File: src/rst_if_pkg.sv
// Package with the constants and encodings of the processor reset interface.
package rst_if_pkg;
	// =====================================================================
	// Reset type codes, shared by the debug field, watchdog control and history.
	// =====================================================================
	// Two-bit code selecting a reset type.
	typedef logic [1:0] rst_code_t;
	// No reset requested.
	localparam rst_code_t CODE_NONE = 2'h0;
	// Core reset.
	localparam rst_code_t CODE_CORE = 2'h1;
	// Chip reset.
	localparam rst_code_t CODE_CHIP = 2'h2;
	// System or power-on reset.
	localparam rst_code_t CODE_SYS = 2'h3;
	// Value of the most-recent-reset field after the block's own reset.
	localparam rst_code_t MRR_RESET_VAL = 2'h3;
	// =====================================================================
	// Timing.
	// =====================================================================
	// Cycles a request stays up after its reset input is first seen.
	localparam logic [1:0] REQ_HOLD_CYCLES = 2'h2;
	// Least time the partner holds a reset input, in clock cycles.
	localparam int MIN_RESET_CYCLES = 8;
	// Width of the reset input hold counter.
	localparam int HOLD_CNT_W = 4;
	// Count at which a reset input has been held long enough.
	localparam logic [3:0] HOLD_DONE = 4'h8;
endpackage

File: src/rst_req_ch.sv
// One reset-request channel: raise on a trigger, drop two cycles after the answer.
`timescale 1ns/1ps
module rst_req_ch (
	input wire logic clk,
	input wire logic reset,
	input wire logic raise,
	input wire logic ack_in,
	output logic req
);
	// =====================================================================
	// Request state.
	// =====================================================================
	// Countdown after the acknowledging input was first seen.
	logic [1:0] cnt_r;
	// Set while the countdown is running.
	logic run_r;
	// Request flip-flop.
	logic req_r;

	// The request holds until the countdown expires; a new trigger in the last
	// cycle wins so that no request is lost.
	always_ff @(posedge clk) begin
		if (reset) begin
			req_r <= 1'b0;
			run_r <= 1'b0;
			cnt_r <= 2'h0;
		end else begin
			if (req_r && ack_in && !run_r) begin
				// Acknowledge seen: start counting the two closing cycles.
				run_r <= 1'b1;
				cnt_r <= rst_if_pkg::REQ_HOLD_CYCLES - 2'h1;
			end else if (run_r && cnt_r != 2'h0) begin
				cnt_r <= cnt_r - 2'h1;
			end else if (run_r) begin
				run_r <= 1'b0;
			end
			if (raise) begin
				req_r <= 1'b1;
			end else if (run_r && cnt_r == 2'h0) begin
				req_r <= 1'b0;
			end
		end
	end

	assign req = req_r;
endmodule

File: src/processor_reset_interface.sv
// Reset request generation and reset input decoding of the processor block.
`timescale 1ns/1ps
// Function
// - Core request holds until two cycles after input.
// - Chip request holds until two cycles after input.
// - System request holds until two cycles after input.
// - Debug or watchdog code 01 raises core.
// - Debug or watchdog code 10 raises chip.
// - Debug or watchdog code 11 raises system.
// - Core input resets core, caches, controllers.
// - Chip input only records chip type.
// - System input resets only test-access unit.
// - Test reset low resets all logic.
// - History records 01, 10, 11, else keeps.
// - Requests alone never reset anything.
module processor_reset_interface (
	input wire logic clk,
	input wire logic reset,
	input wire logic [1:0] debug_reset_field,
	input wire logic debug_reset_write,
	input wire logic [1:0] watchdog_reset_control,
	input wire logic watchdog_reset_state,
	input wire logic core_reset_in,
	input wire logic chip_reset_in,
	input wire logic system_reset_in,
	input wire logic test_reset_in_n,
	output logic core_reset_request,
	output logic chip_reset_request,
	output logic system_reset_request,
	output logic core_logic_reset,
	output logic test_unit_reset,
	output logic [1:0] most_recent_reset_field
);
	// =====================================================================
	// Trigger decode.
	// =====================================================================
	// One trigger per reset type, index 0 core, 1 chip, 2 system.
	logic [2:0] raise;
	// Reset inputs gathered by the same index.
	logic [2:0] ack;
	// Requests gathered by the same index.
	logic [2:0] req;
	// Previous watchdog reset-state level, so one time-out raises once.
	logic wd_state_r;

	// Catch the watchdog entering its reset state as an edge.
	always_ff @(posedge clk) begin
		if (reset) begin
			wd_state_r <= 1'b0;
		end else begin
			wd_state_r <= watchdog_reset_state;
		end
	end

	assign ack = {system_reset_in, chip_reset_in, core_reset_in};

	// Each channel compares both sources against its own code.
	genvar gi;
	generate
		for (gi = 0; gi < 3; gi++) begin : g_ch
			// Code served by this channel: its index plus one.
			localparam rst_if_pkg::rst_code_t ch_code = 2'(gi + 1);
			assign raise[gi] = (debug_reset_write && debug_reset_field == ch_code) ||
				(watchdog_reset_state && !wd_state_r &&
				watchdog_reset_control == ch_code);
			rst_req_ch u_ch (
				.clk(clk),
				.reset(reset),
				.raise(raise[gi]),
				.ack_in(ack[gi]),
				.req(req[gi])
			);
		end
	endgenerate

	assign core_reset_request = req[0];
	assign chip_reset_request = req[1];
	assign system_reset_request = req[2];

	// =====================================================================
	// Reset outputs toward the core and the test-access unit.
	// =====================================================================
	// Registered core reset.
	logic core_rst_r;
	// Registered test-access unit reset.
	logic test_rst_r;

	// Only the inputs drive these resets; a request never does. The chip input
	// is deliberately absent here because it resets nothing by itself.
	always_ff @(posedge clk) begin
		if (reset) begin
			core_rst_r <= 1'b1;
			test_rst_r <= 1'b1;
		end else begin
			core_rst_r <= core_reset_in || !test_reset_in_n;
			test_rst_r <= system_reset_in || !test_reset_in_n;
		end
	end

	assign core_logic_reset = core_rst_r;
	assign test_unit_reset = test_rst_r;

	// =====================================================================
	// Most-recent-reset history.
	// =====================================================================
	// History field.
	logic [1:0] mrr_r;
	// Next history value.
	logic [1:0] mrr_nxt;
	// Cycles the core input has been held, saturating.
	logic [3:0] hold_r;

	// Count the hold; a pulse shorter than nine cycles is not taken as a reset,
	// while the partner promises at least eight.
	always_ff @(posedge clk) begin
		if (reset) begin
			hold_r <= 4'h0;
		end else if (!core_reset_in) begin
			hold_r <= 4'h0;
		end else if (hold_r != rst_if_pkg::HOLD_DONE) begin
			hold_r <= hold_r + 4'h1;
		end
	end

	// Decode the combination of inputs into the type code.
	always_comb begin
		mrr_nxt = mrr_r;
		if (!test_reset_in_n) begin
			mrr_nxt = rst_if_pkg::CODE_SYS;
		end else if (core_reset_in && hold_r == rst_if_pkg::HOLD_DONE) begin
			if (system_reset_in) begin
				mrr_nxt = rst_if_pkg::CODE_SYS;
			end else if (chip_reset_in) begin
				mrr_nxt = rst_if_pkg::CODE_CHIP;
			end else begin
				mrr_nxt = rst_if_pkg::CODE_CORE;
			end
		end
	end

	// Register the history.
	always_ff @(posedge clk) begin
		if (reset) begin
			mrr_r <= rst_if_pkg::MRR_RESET_VAL;
		end else begin
			mrr_r <= mrr_nxt;
		end
	end

	assign most_recent_reset_field = mrr_r;

	// =====================================================================
	// Checks.
	// =====================================================================
	a_core_req_raise: assert property (@(posedge clk) disable iff (reset)
		raise[0] |=> core_reset_request)
		else $error("core request not raised");
	a_core_req_drop: assert property (@(posedge clk) disable iff (reset)
		$rose(core_reset_in) && core_reset_request && !raise[0] ##1 !raise[0] ##1 !raise[0]
		|=> !core_reset_request)
		else $error("core request not dropped after two cycles");
	a_chip_req_hold: assert property (@(posedge clk) disable iff (reset)
		$rose(chip_reset_in) && chip_reset_request |=> chip_reset_request)
		else $error("chip request dropped early");
	a_sys_req_drop: assert property (@(posedge clk) disable iff (reset)
		$rose(system_reset_in) && system_reset_request && !raise[2] ##1 !raise[2] ##1 !raise[2]
		|=> !system_reset_request)
		else $error("system request not dropped");
	a_req_no_reset: assert property (@(posedge clk) disable iff (reset)
		core_reset_in == 1'b0 && test_reset_in_n |=> !core_logic_reset)
		else $error("core reset without input");
	a_chip_no_reset: assert property (@(posedge clk) disable iff (reset)
		chip_reset_in && !core_reset_in && test_reset_in_n |=> !core_logic_reset)
		else $error("chip input reset the core");
	a_trst_all: assert property (@(posedge clk) disable iff (reset)
		!test_reset_in_n |=> core_logic_reset && test_unit_reset
		&& most_recent_reset_field == rst_if_pkg::CODE_SYS)
		else $error("test reset did not reset all");
	a_mrr_keep: assert property (@(posedge clk) disable iff (reset)
		!core_reset_in && test_reset_in_n |=> $stable(most_recent_reset_field))
		else $error("history changed without reset");
	a_mrr_core: assert property (@(posedge clk) disable iff (reset)
		core_reset_in && !chip_reset_in && !system_reset_in && test_reset_in_n
		&& hold_r == rst_if_pkg::HOLD_DONE |=> most_recent_reset_field == rst_if_pkg::CODE_CORE)
		else $error("core type not recorded");
	a_sys_test: assert property (@(posedge clk) disable iff (reset)
		system_reset_in |=> test_unit_reset)
		else $error("test unit not reset");
	// A chip trigger must show on its request one edge later.
	a_chip_req_raise: assert property (@(posedge clk) disable iff (reset)
		raise[1] |=> chip_reset_request)
		else $error("chip request not raised");
	// A system trigger must show on its request one edge later.
	a_sys_req_raise: assert property (@(posedge clk) disable iff (reset)
		raise[2] |=> system_reset_request)
		else $error("system request not raised");
	// The chip request closes like the other two, two edges after its input.
	a_chip_req_drop: assert property (@(posedge clk) disable iff (reset)
		$rose(chip_reset_in) && chip_reset_request && !raise[1] ##1 !raise[1] ##1 !raise[1]
		|=> !chip_reset_request)
		else $error("chip request not dropped after two cycles");
	// A low request stays low until a trigger arrives.
	a_core_req_idle: assert property (@(posedge clk) disable iff (reset)
		!core_reset_request && !raise[0] |=> !core_reset_request)
		else $error("core request rose without trigger");
	// Same for the chip channel, which has no fabric reset of its own.
	a_chip_req_idle: assert property (@(posedge clk) disable iff (reset)
		!chip_reset_request && !raise[1] |=> !chip_reset_request)
		else $error("chip request rose without trigger");
	// Same for the system channel.
	a_sys_req_idle: assert property (@(posedge clk) disable iff (reset)
		!system_reset_request && !raise[2] |=> !system_reset_request)
		else $error("system request rose without trigger");
	// A held core and chip pair records the chip type.
	a_mrr_chip: assert property (@(posedge clk) disable iff (reset)
		core_reset_in && chip_reset_in && !system_reset_in && test_reset_in_n
		&& hold_r == rst_if_pkg::HOLD_DONE |=> most_recent_reset_field == rst_if_pkg::CODE_CHIP)
		else $error("chip type not recorded");
	// All three inputs held record the system type.
	a_mrr_sys: assert property (@(posedge clk) disable iff (reset)
		core_reset_in && chip_reset_in && system_reset_in && test_reset_in_n
		&& hold_r == rst_if_pkg::HOLD_DONE |=> most_recent_reset_field == rst_if_pkg::CODE_SYS)
		else $error("system type not recorded");
	// The test-access unit is left alone unless the system or test input asks.
	a_sys_no_test: assert property (@(posedge clk) disable iff (reset)
		!system_reset_in && test_reset_in_n |=> !test_unit_reset)
		else $error("test unit reset without input");
endmodule

File: config.mk
export PLATFORM = sky130hd
export DESIGN_NAME = processor_reset_interface
export DESIGN_NICKNAME = d
export VERILOG_FILES = /design/src/rst_if_pkg.sv /design/src/rst_req_ch.sv /design/src/processor_reset_interface.sv
export SDC_FILE = /design/constraint.sdc
export NUM_CORES = 1
export LEC_CHECK = 0
export ABC_AREA = 0
export BUFFER_PORTS_ARGS = -buffer_cell sky130_fd_sc_hd__buf_2
export CORE_AREA = 8 8 72 87
export CTS_CLUSTER_SIZE = 24
export DETAILED_ROUTE_END_ITERATION = 16
export DIE_AREA = 0 0 80 95
export GPL_TIMING_DRIVEN = 0
export MAX_ROUTING_LAYER = met4
export PLACE_DENSITY_LB_ADDON = 0.15
export SYNTH_ARGS = -nofsm -noshare
export SYNTH_HDL_FRONTEND = slang
export SYNTH_HIERARCHICAL = 1
export SYNTH_SLANG_ARGS = --single-unit
File: constraint.sdc
create_clock -name clk -period 1.8 [get_ports clk]
set_input_delay 0 -clock clk [delete_from_list [all_inputs] [get_ports clk]]
set_output_delay 0 -clock clk [all_outputs]
set_load 0.02 [all_outputs]
* After elaboration in Yosys (flattened, before gate mapping)
Index checks and enable logic that the tools add are counted.
** Word-level totals
- Bits of input ports :: 12
- Bits in registers :: 21
** Cells by class
- Add/sub/neg operators :: 4
- Reduce and logical (&&, ||, !) cells :: 47
- Equality and inequality tests :: 11
- Bitwise operators :: 2
- Multiplexer cells :: 20
** Operators with widths (number)
- $logic_and A1 B1 Y1 :: 20
- $mux W1 :: 18
- $reduce_bool A2 Y1 :: 9
- $reduce_or A2 Y1 :: 5
- $eq A2 B2 Y1 const B :: 4
- $logic_not A2 Y1 :: 3
- $ne A2 B1 Y1 const B :: 3
- $sub A2 B1 Y2 const B :: 3
- $logic_not A1 Y1 :: 5
- $logic_or A1 B1 Y1 :: 5
- $add A4 B1 Y4 const B :: 1
- $eq A2 B1 Y1 const B :: 2
- $eq A4 B4 Y1 const B :: 1
- $mux W2 :: 2
- $ne A4 B4 Y1 const B :: 1
- $not A1 Y1 :: 2

* Logic depth before layout (Yosys ltp)
Gate-level depths: netlist (run 1).
- Word-level depth :: 5
- Mapped depth :: 4

* Hierarchy
Netlist (run 1), hierarchy kept.
** Modules (own cells, without submodules)
- rst_req_ch :: cells an instance 19, area an instance 219.0 sq um, instances 3
- processor_reset_interface :: cells an instance 46, area an instance 475.5 sq um, instances 1

* Worst setup path after synthesis (run 1)
No wires, ideal clock.
- Path type :: reg2reg
- Start point :: register g_ch[0].u_ch.cnt_r[0]
- End point :: register g_ch[0].u_ch.cnt_r[1]
- Cell stages (with the launch flop) :: 5
- Clock period less this slack :: 1.209 ns
- Buffers on the path :: 0
- Required time :: 1.700 ns
- Slack :: 0.591 ns
- Library setup time :: 0.100 ns
- Arrival :: 1.109 ns
- Cell sequence :: dfxtp_1 > inv_1 > ha_1 > and3b_2 > a2111oi_4
** Between the ends
- Cells in the longest elaborated chain, start to end :: 2
- Elaborated cells between the ends (all ways) :: 3
- Classes of those cells :: 1 x add/sub; 2 x reduce/logical
** RTL lines
- start: declaration :: RTL line rst_req_ch.sv:14 : logic [1:0] cnt_r;
- start signal: assignment :: RTL line rst_req_ch.sv:31 : cnt_r <= rst_if_pkg::REQ_HOLD_CYCLES - 2'h1;
- start signal: assignment :: RTL line rst_req_ch.sv:33 : cnt_r <= cnt_r - 2'h1;
- parallel branches: the longest is 2 deep, another holds $sub A2 B1 Y2
Parallel ways; which one is timed is not known.
A chain may end at the register's enable or synchronous reset.

* Worst setup path in the final report (run 1)
Ends and elaborated chain as after synthesis.

==> results.json, run 1 <==
{
  "end_kind": "flip-flop",
  "routed_via_density": 4.55,
  "powerDensity_nw_per_um2": 686,
  "setup_slack_ns": 0.497,
  "syn_area_um2": 1130,
  "die_y_um": 95,
  "core_area_um2": 4830,
  "synth_nets": 120,
  "slew_violations": 0,
  "firstDrtPassIters": 4,
  "ant_nets": 0,
  "drv_cap": 0,
  "hpwl_mm": 1.76,
  "die_area_um2": 7600,
  "hold_buffers": 1,
  "syn_area_per_cell_um2": 11.0,
  "n_antenna_cell": 0,
  "final-setup-viol-count": 0,
  "tritoncts": "yes",
  "track_usage_pct": 6.52,
  "ys_ff_latch": 21,
  "cellLeakagePower_uw": 0.000504,
  "wl_mm": 2.34,
  "rsz0062_at_grt": "no",
  "tightest_slew_ns": 0.513,
  "worstSetupPathType": "reg -> reg",
  "crit_fanout": 4,
  "worst-path-buf-inv": 1,
  "multiInputGateArea_um2": 669,
  "hp-class": "in -> reg",
  "tns_ns": 0,
  "seq_area_um2": 420,
  "antenna_found_initial": 0,
  "via_count": 846,
  "start_util_pct": 23.4,
  "skew_ns": 0.00372,
  "synthDistinctLibCells": 29,
  "reg2reg_from": "g_ch[0].u_ch/cnt_r[0]",
  "vdd.ir_drop.worst_mv": 0.354,
  "drtIter0Drc": 20,
  "finalCriticalPeriod_ns": 1.30,
  "timing.final.crit_share_pct": 72.4,
  "root_buffer": "clkbuf_8",
  "grt_pass1_vias": 884,
  "crit_family": "flip-flops",
  "cts_buffer_depth": 2,
  "status": "complete, no violations",
  "htree_num_levels": 1,
  "io_buffers": 18,
  "postCtsSetupRepairBufs": 0,
  "max_freq_mhz": 768,
  "relSlewSlack_pct": 65.8,
  "hold_slack_ns": 0.0138,
  "fillers": 535,
  "pin_count": 19,
  "total_power_uw": 928,
  "startpoint": "g_ch[0].u_ch/cnt_r[0]",
  "yosysWarningCount": 6,
  "cp-start-kind": "flip-flop",
  "min_from": "system_reset_in",
  "nNetsFinal": 144,
  "crit_slowest_cell": "dfxtp_1",
  "grt_pass1_wl_mm": 3.94,
  "syn_to_final_growth_pct": 19.4,
  "post_route_cells_drive_above_1_share_pct": 33.3,
  "rows": 28,
  "grt_max_degree": 24,
  "drc": 0,
  "cts_inserted_buffers": 3,
  "cp.required_ns": 1.97,
  "ctsResizeCount": 0,
  "arrival_ns": 1.47,
  "die_x_um": 80,
  "wl_per_cell_um": 12.6,
  "synth_seq_area_share_pct": 37.1,
  "overflow": 0,
  "critical_path.cell_chain": "inv_1 -> ha_1 -> nand2b_1 -> a2111oi_4",
  "clk_latency_ns": 0.26,
  "hold_viol": 0,
  "slowest_delay_ns": 0.35,
  "cts.clk_slew.worst_paths_ns": 0.08,
  "gp_congestion": 0.683,
  "clock_sinks": 21,
  "post-place-ws_ns": 0.518,
  "postSynthCellCount": 103
}
[worst paths after layout]
| check | endpoint | slack, ns | depth (start not counted) |
|---|---|---|---|
| max | g_ch[0].u_ch/cnt_r[1] | 0.50 | 4 |
| min | test_unit_reset | 0.01 | 2 |
| max reg2reg | g_ch[0].u_ch/cnt_r[1] | 0.50 | 4 |
| min reg2reg | g_ch[0].u_ch/cnt_r[1] | 0.51 | 2 |
[power by group]
group | internal [µW] | leakage, µW | switching (µW)
clock network | 158 | 0.0000228 | 154
logic | 57.8 | 0.000310 | 60.8
registers | 482 | 0.000171 | 15.0
total | 697 | 0.000504 | 230
[through the flow]
stage                     util [%]  instances  instance area (µm²)
after floorplan                  -        103                 1130
after global placement        26.8        181                 1300
after detailed placement      26.8        181                 1300
after CTS                     28.0        186                 1350
after global routing          28.0        186                 1350
final                         28.0        186                 1350
[sequential cells by signal (all words and copies together) (netlist names)]
signal	count
core_logic_reset	1
g_ch.u_ch/cnt_r	6
g_ch.u_ch/req	3
g_ch.u_ch/run_r	3
hold_r	4
most_recent_reset_field	2
test_unit_reset	1
wd_state_r	1
[cells by family after synthesis]
family	after synthesis	share of synthesized area, %
muxes	5	4.42
AOI/OAI and AO/OA	18	17.7
DFF	21	37.1
buffers and inverters	11	3.76
adders and majority gates	5	5.52
xor gates and xnor gates	1	0.774
and+or+nand+nor	42	30.7
[final cells by class]
type / count / area share (%)
buffer: 1 / 0.370
timing repair buffer: 19 / 7.40
tap: 60 / 5.55
clock buffer: 4 / 3.33
sequential: 21 / 31.1
inverter: 10 / 2.78
multi-input combinational: 71 / 49.5
[placed cells by master (no fill, tap or decap), types with 4 or more instances in the layout]
| master | instances |
|---|---|
| nor4b_1 | 4 |
| mux2i_1 | 5 |
| inv_1 | 10 |
| dfxtp_1 | 21 |
| nor2b_1 | 4 |
| ha_1 | 5 |
| and3b_2 | 6 |
| buf_2 | 18 |
| nand3b_1 | 9 |
[metal layers]
metal	share of wire, %	routed length (µm)	vias up	track usage, %
met3	3.2	76	2	1.62
met5	0	0	-	-
met1	46	1090	401	7.40
met4	0.68	16	0	1.82
met2	50	1160	12	11.0
li1	-	-	431	-
[synthesized netlist by cell type]
cell type	number	area share [%]
inv_1	10	3.3
nand3_1	2	0.88
and4bb_2	1	1.1
nor2b_1	4	2.2
and3b_2	6	5.3
o21ai_0	1	0.44
dfxtp_1	21	37
nor4b_2	1	1.3
nor4b_1	4	3.1
xnor2_1	1	0.77
clkbuf_2	1	0.44
o41ai_1	1	0.77
nor3b_1	2	1.3
mux2i_1	5	4.4
or3b_2	2	1.5
a21oi_1	3	1.3
o22ai_1	1	0.55
a211o_2	3	2.7
nand2b_1	3	1.7
nor4bb_1	3	2.7
o21ba_2	3	2.7
and3b_1	1	0.77
or3b_1	2	1.5
nand3b_1	9	6.0
a21boi_0	3	2.0
a2111oi_4	3	7.3
and4b_2	1	0.99
ha_1	5	5.5
nand2_1	1	0.33
Note: power is estimated with default switching activity, not from simulation.
==> run 2, diff against run 1 <==
- clock period: 1.8 -> 1.3 ns (I/O delays scaled with it)
==> run 2 against run 1 <==
  * Sequential share of layout area decreased by 0.59 points
  * Cell count rose by 0.54%
  * Via count up 2.2%
  * Combinational power rose by 45%
  * Worst hold slack gained 0.0019 ns
  * Largest power group unchanged
  * Clock power increased by 38%
  * Utilization up 0.88 points
==> results.json, run 2 (synthesis gave the netlist of run 1 again) <==
{
  "die_y_um": 95,
  "core_area_um2": 4830,
  "rsz0062_at_grt": "no",
  "status": "complete, no violations",
  "place_area_um2": 1300,
  "tritoncts": "yes",
  "dr_wl_met3_um": 76,
  "end_kind": "flip-flop",
  "drv_cap": 0,
  "hpwl_mm": 1.76,
  "gp_congestion": 0.683,
  "root_buffer": "clkbuf_8",
  "powerDensity_nw_per_um2": 928,
  "final-setup-viol-count": 0,
  "post_route_cells_drive_above_1_share_pct": 44.1,
  "ant_nets": 0,
  "timing.final.crit_share_pct": 94.5,
  "grt_pass1_vias": 884,
  "die_x_um": 80,
  "overflow": 0,
  "track_usage_pct": 6.52,
  "fin_util_pct": 28.9,
  "pin_count": 19,
  "wl_per_cell_um": 12.8,
  "cellLeakagePower_uw": 0.000535,
  "cts_buffer_depth": 2,
  "io_buffers": 18,
  "seq_area_um2": 425,
  "wl_met2_mm": 1.20,
  "via_count": 865,
  "vdd.ir_drop.worst_mv": 0.491,
  "hp-class": "in -> reg",
  "fillers": 536,
  "rows": 28,
  "max_freq_mhz": 814,
  "total_power_uw": 1300,
  "die_area_um2": 7600,
  "clock_sinks": 21,
  "antenna_found_initial": 0,
  "largest_register_ffs": 6,
  "drc": 0,
  "relSlewSlack_pct": 65.6,
  "multiInputGateArea_um2": 699,
  "cp-start-kind": "flip-flop",
  "routed_via_density": 4.63,
  "skew_ns": 0.00329,
  "finalCriticalPeriod_ns": 1.23,
  "nNetsFinal": 145,
  "start_util_pct": 23.4,
  "arrival_ns": 1.40,
  "slew_violations": 0,
  "hold_viol": 0,
  "grt_max_degree": 24,
  "grt_pass1_wl_mm": 3.94,
  "wl_mm": 2.40,
  "final_common_cell": "buf_2",
  "crit_fanout": 3,
  "regMostFlops": "g_ch.u_ch/cnt_r",
  "cp.required_ns": 1.47,
  "firstDrtPassIters": 2,
  "reg.largest.list": "g_ch.u_ch/cnt_r: 6 flops, hold_r: 4 flops",
  "cts_inserted_buffers": 3,
  "htree_num_levels": 1,
  "fin_area_um2": 1400,
  "final_cell_mix": "buf_2 (18), dfxtp_1 (17), nand3b_1 (9)",
  "clk_latency_ns": 0.26,
  "drtIter0Drc": 22,
  "wl_met1_mm": 1.10,
  "n_antenna_cell": 0,
  "cts.clk_slew.worst_paths_ns": 0.08,
  "worstSetupPathType": "reg -> reg",
  "syn_to_final_growth_pct": 23.2,
  "tightest_slew_ns": 0.516,
  "tns_ns": 0,
  "highest_layer": "met4",
  "hold_slack_ns": 0.0157
}
-- run 2: cell types whose count changed in the layout (fill, tap and decap cells not counted), sizes merged --
cell / before / now
buf: 18 / 19
-- run 2: area by class of cell --
class / instances / area share, %
buffer: 1 / 0.359
multi-input combinational: 71 / 50.1
inverter: 10 / 2.69
sequential: 21 / 30.5
tap: 60 / 5.38
timing repair buffer: 20 / 7.71
clock buffer: 4 / 3.23
-- run 2: layer usage --
| layer | GRT usage [%] | vias to the layer above |
|---|---|---|
| li1 | - | 435 |
| met4 | 1.82 | 0 |
| met1 | 7.40 | 416 |
| met5 | - | - |
| met2 | 11.0 | 12 |
| met3 | 1.62 | 2 |
-- run 2: power by group --
part / switching, µW / internal, µW
Combinational: 85.7 / 86.1
Clock: 213 / 218
Sequential: 22.8 / 669
Total: 322 / 973
-- run 2: through the flow --
step           cells  worst slack [ns]
2_1_floorplan    103            0.0914
3_3_place_gp     181            0.0181
3_5_place_dp     181            0.0177
4_1_cts          186          0.000231
5_1_grt          187           0.00401
6_report         187            0.0710
-- run 2: path summary, 6_finish.rpt --
kind                         startpoint                    end  slack [ns]  cells after the start
hold / removal          system_reset_in        test_unit_reset        0.02                      2
setup reg to reg  g_ch[0].u_ch/cnt_r[0]  g_ch[0].u_ch/cnt_r[1]        0.07                      4
hold reg to reg   g_ch[0].u_ch/cnt_r[1]  g_ch[0].u_ch/cnt_r[1]        0.47                      2
setup / recovery  g_ch[0].u_ch/cnt_r[0]  g_ch[0].u_ch/cnt_r[1]        0.07                      4
-- run 2: critical path, stage by stage (launching register included) --
cell and delay [ns]:
dfxtp_2 0.33, inv_1 0.05, ha_2 0.26, and3b_2 0.21, a2111oi_4 0.29
-- run 2: timing repair --
| item | CTS | global route |
|---|---|---|
| endpoints found under the hold margin | 1 | 0 |
| buffers inserted | 0 | 1 |
| endpoints found under the setup margin | 1 | 7 |
| gates resized for setup | 1 | 15 |
| hold buffers | 1 | 0 |
==> run 3, diff against run 2 <==
- CTS_BUF_LIST: unset -> sky130_fd_sc_hd__clkbuf_8
- RECOVER_POWER: unset -> 50
- clock period: 1.3 -> 1.08 ns (I/O delays scaled with it)
==> run 3 against run 2 <==
  * Fmax rose by 11%
  * First-iteration DRC count rose by 130%
  * The flow now finishes with violations (negative setup slack)
  * Power rose by 23%
  * Sequential power rose by 20%
  * Worst setup slack got worse by 0.099 ns
  * Sequential cell count did not move
  * Cell count rose by 4.3%
  * Clock-buffer cell count fell by 1
==> results.json, run 3 (synthesis gave the netlist of run 1 again) <==
{
  "violations": "negative setup slack",
  "setup_slack_ns": -0.0280,
  "post_route_cells_drive_above_1_share_pct": 51.1,
  "rsz0062_at_grt": "yes",
  "regMostFlops": "g_ch.u_ch/cnt_r",
  "io_buffers": 18,
  "start_util_pct": 23.4,
  "clock_sinks": 21,
  "root_buffer": "clkbuf_8",
  "skew_ns": 0.00253,
  "die_y_um": 95,
  "antenna_found_initial": 0,
  "drtIter0Drc": 50,
  "final-setup-viol-count": 5,
  "core_area_um2": 4830,
  "drv_cap": 0,
  "hp-class": "in -> reg",
  "die_x_um": 80,
  "grt_max_degree": 24,
  "drc": 0,
  "die_area_um2": 7600,
  "syn_to_final_growth_pct": 33.7,
  "wl_per_cell_um": 13.3,
  "overflow": 0,
  "place_area_um2": 1330,
  "wl_mm": 2.60,
  "cellLeakagePower_uw": 0.000566,
  "end_kind": "flip-flop",
  "cp-start-kind": "flip-flop",
  "vdd.ir_drop.worst_mv": 0.408,
  "grt_pass1_vias": 931,
  "grt_pass1_wl_mm": 4.39,
  "reg.largest.list": "g_ch.u_ch/cnt_r: 6 flops, hold_r: 4 flops",
  "final_common_cell": "dfxtp_1",
  "tightest_slew_ns": 0.502,
  "finalCriticalPeriod_ns": 1.11,
  "hpwl_mm": 1.75,
  "via_count": 880,
  "hold_slack_ns": 0.0104,
  "crit_fanout": 4,
  "nNetsFinal": 153,
  "rows": 28,
  "worstSetupPathType": "reg -> reg",
  "clk_latency_ns": 0.26,
  "tritoncts": "yes",
  "largest_register_ffs": 6,
  "powerDensity_nw_per_um2": 1050,
  "tns_ns": -0.0645,
  "fin_area_um2": 1510,
  "status": "finished, violations left",
  "timing.final.crit_share_pct": 103,
  "cts_inserted_buffers": 3,
  "cp.required_ns": 1.23,
  "gp_congestion": 0.753,
  "n_antenna_cell": 0,
  "hold_viol": 0,
  "max_freq_mhz": 903,
  "firstDrtPassIters": 3,
  "total_power_uw": 1600,
  "pin_count": 19,
  "routed_via_density": 4.51,
  "cts.clk_slew.worst_paths_ns": 0.08,
  "track_usage_pct": 7.37,
  "relSlewSlack_pct": 66.6,
  "ant_nets": 0,
  "cts_buffer_depth": 2,
  "slew_violations": 0,
  "final_cell_mix": "dfxtp_1 (13), buf_2 (11), nand3b_1 (9)",
  "post-place-ws_ns": -0.122,
  "htree_num_levels": 1,
  "arrival_ns": 1.26
}
run 3: critical path: stages, from the launching register on:
cell,delay (ns)
dfxtp_2,0.35
inv_2,0.04
ha_4,0.16
nand2b_4,0.16
a211o_2,0.29
run 3: path summary, 6_finish.rpt:
path                              startpoint                          to  slack, ns  cells after the start
setup reg to reg       g_ch[1].u_ch/cnt_r[0]       g_ch[1].u_ch/cnt_r[0]      -0.03                      4
setup / recovery       g_ch[1].u_ch/cnt_r[0]       g_ch[1].u_ch/cnt_r[0]      -0.03                      4
hold reg to reg   most_recent_reset_field[0]  most_recent_reset_field[0]       0.52                      2
hold / removal               system_reset_in             test_unit_reset       0.01                      2
run 3: power by group:
group	internal [µW]	leakage, µW	switching, µW	total, µW
clock network	254	0.0000269	270	523
logic	124	0.000365	115	239
registers	805	0.000175	27.7	833
total	1180	0.000566	413	1600
run 3: per-layer routing:
layer / track usage [%] / part of all wire [%] / wire length [µm] / vias up
li1: - / - / - / 452
met1: 8.32 / 48 / 1250 / 409
met2: 12.2 / 46 / 1190 / 15
met3: 1.90 / 4.5 / 117 / 4
met4: 2.74 / 1.5 / 38 / 0
met5: - / 0 / 0 / -
run 3: through the flow:
| step | util [%] | instances |
|---|---|---|
| 2_1_floorplan | - | 103 |
| 3_3_place_gp | 27.5 | 181 |
| 3_5_place_dp | 27.5 | 181 |
| 4_1_cts | 31.3 | 194 |
| 5_1_grt | 31.3 | 195 |
| 6_report | 31.3 | 195 |
run 3: area by class of cell:
| type | instances | area (µm²) |
|---|---|---|
| fill | 506 | 3320 |
| multi-input combinational | 71 | 753 |
| sequential | 21 | 430 |
| timing repair buffer | 28 | 166 |
| tap | 60 | 75.1 |
| clock buffer | 3 | 41.3 |
| inverter | 10 | 40.0 |
| clock inverter | 1 | 3.75 |
| buffer | 1 | 3.75 |
run 3: what timing repair did:
item,4_1_cts,5_1_grt
hold endpoints to repair,1,0
setup endpoints to repair,7,8
setup buffers,8,1
pin swaps,7,3
resized for setup,20,3
hold buffers,1,0
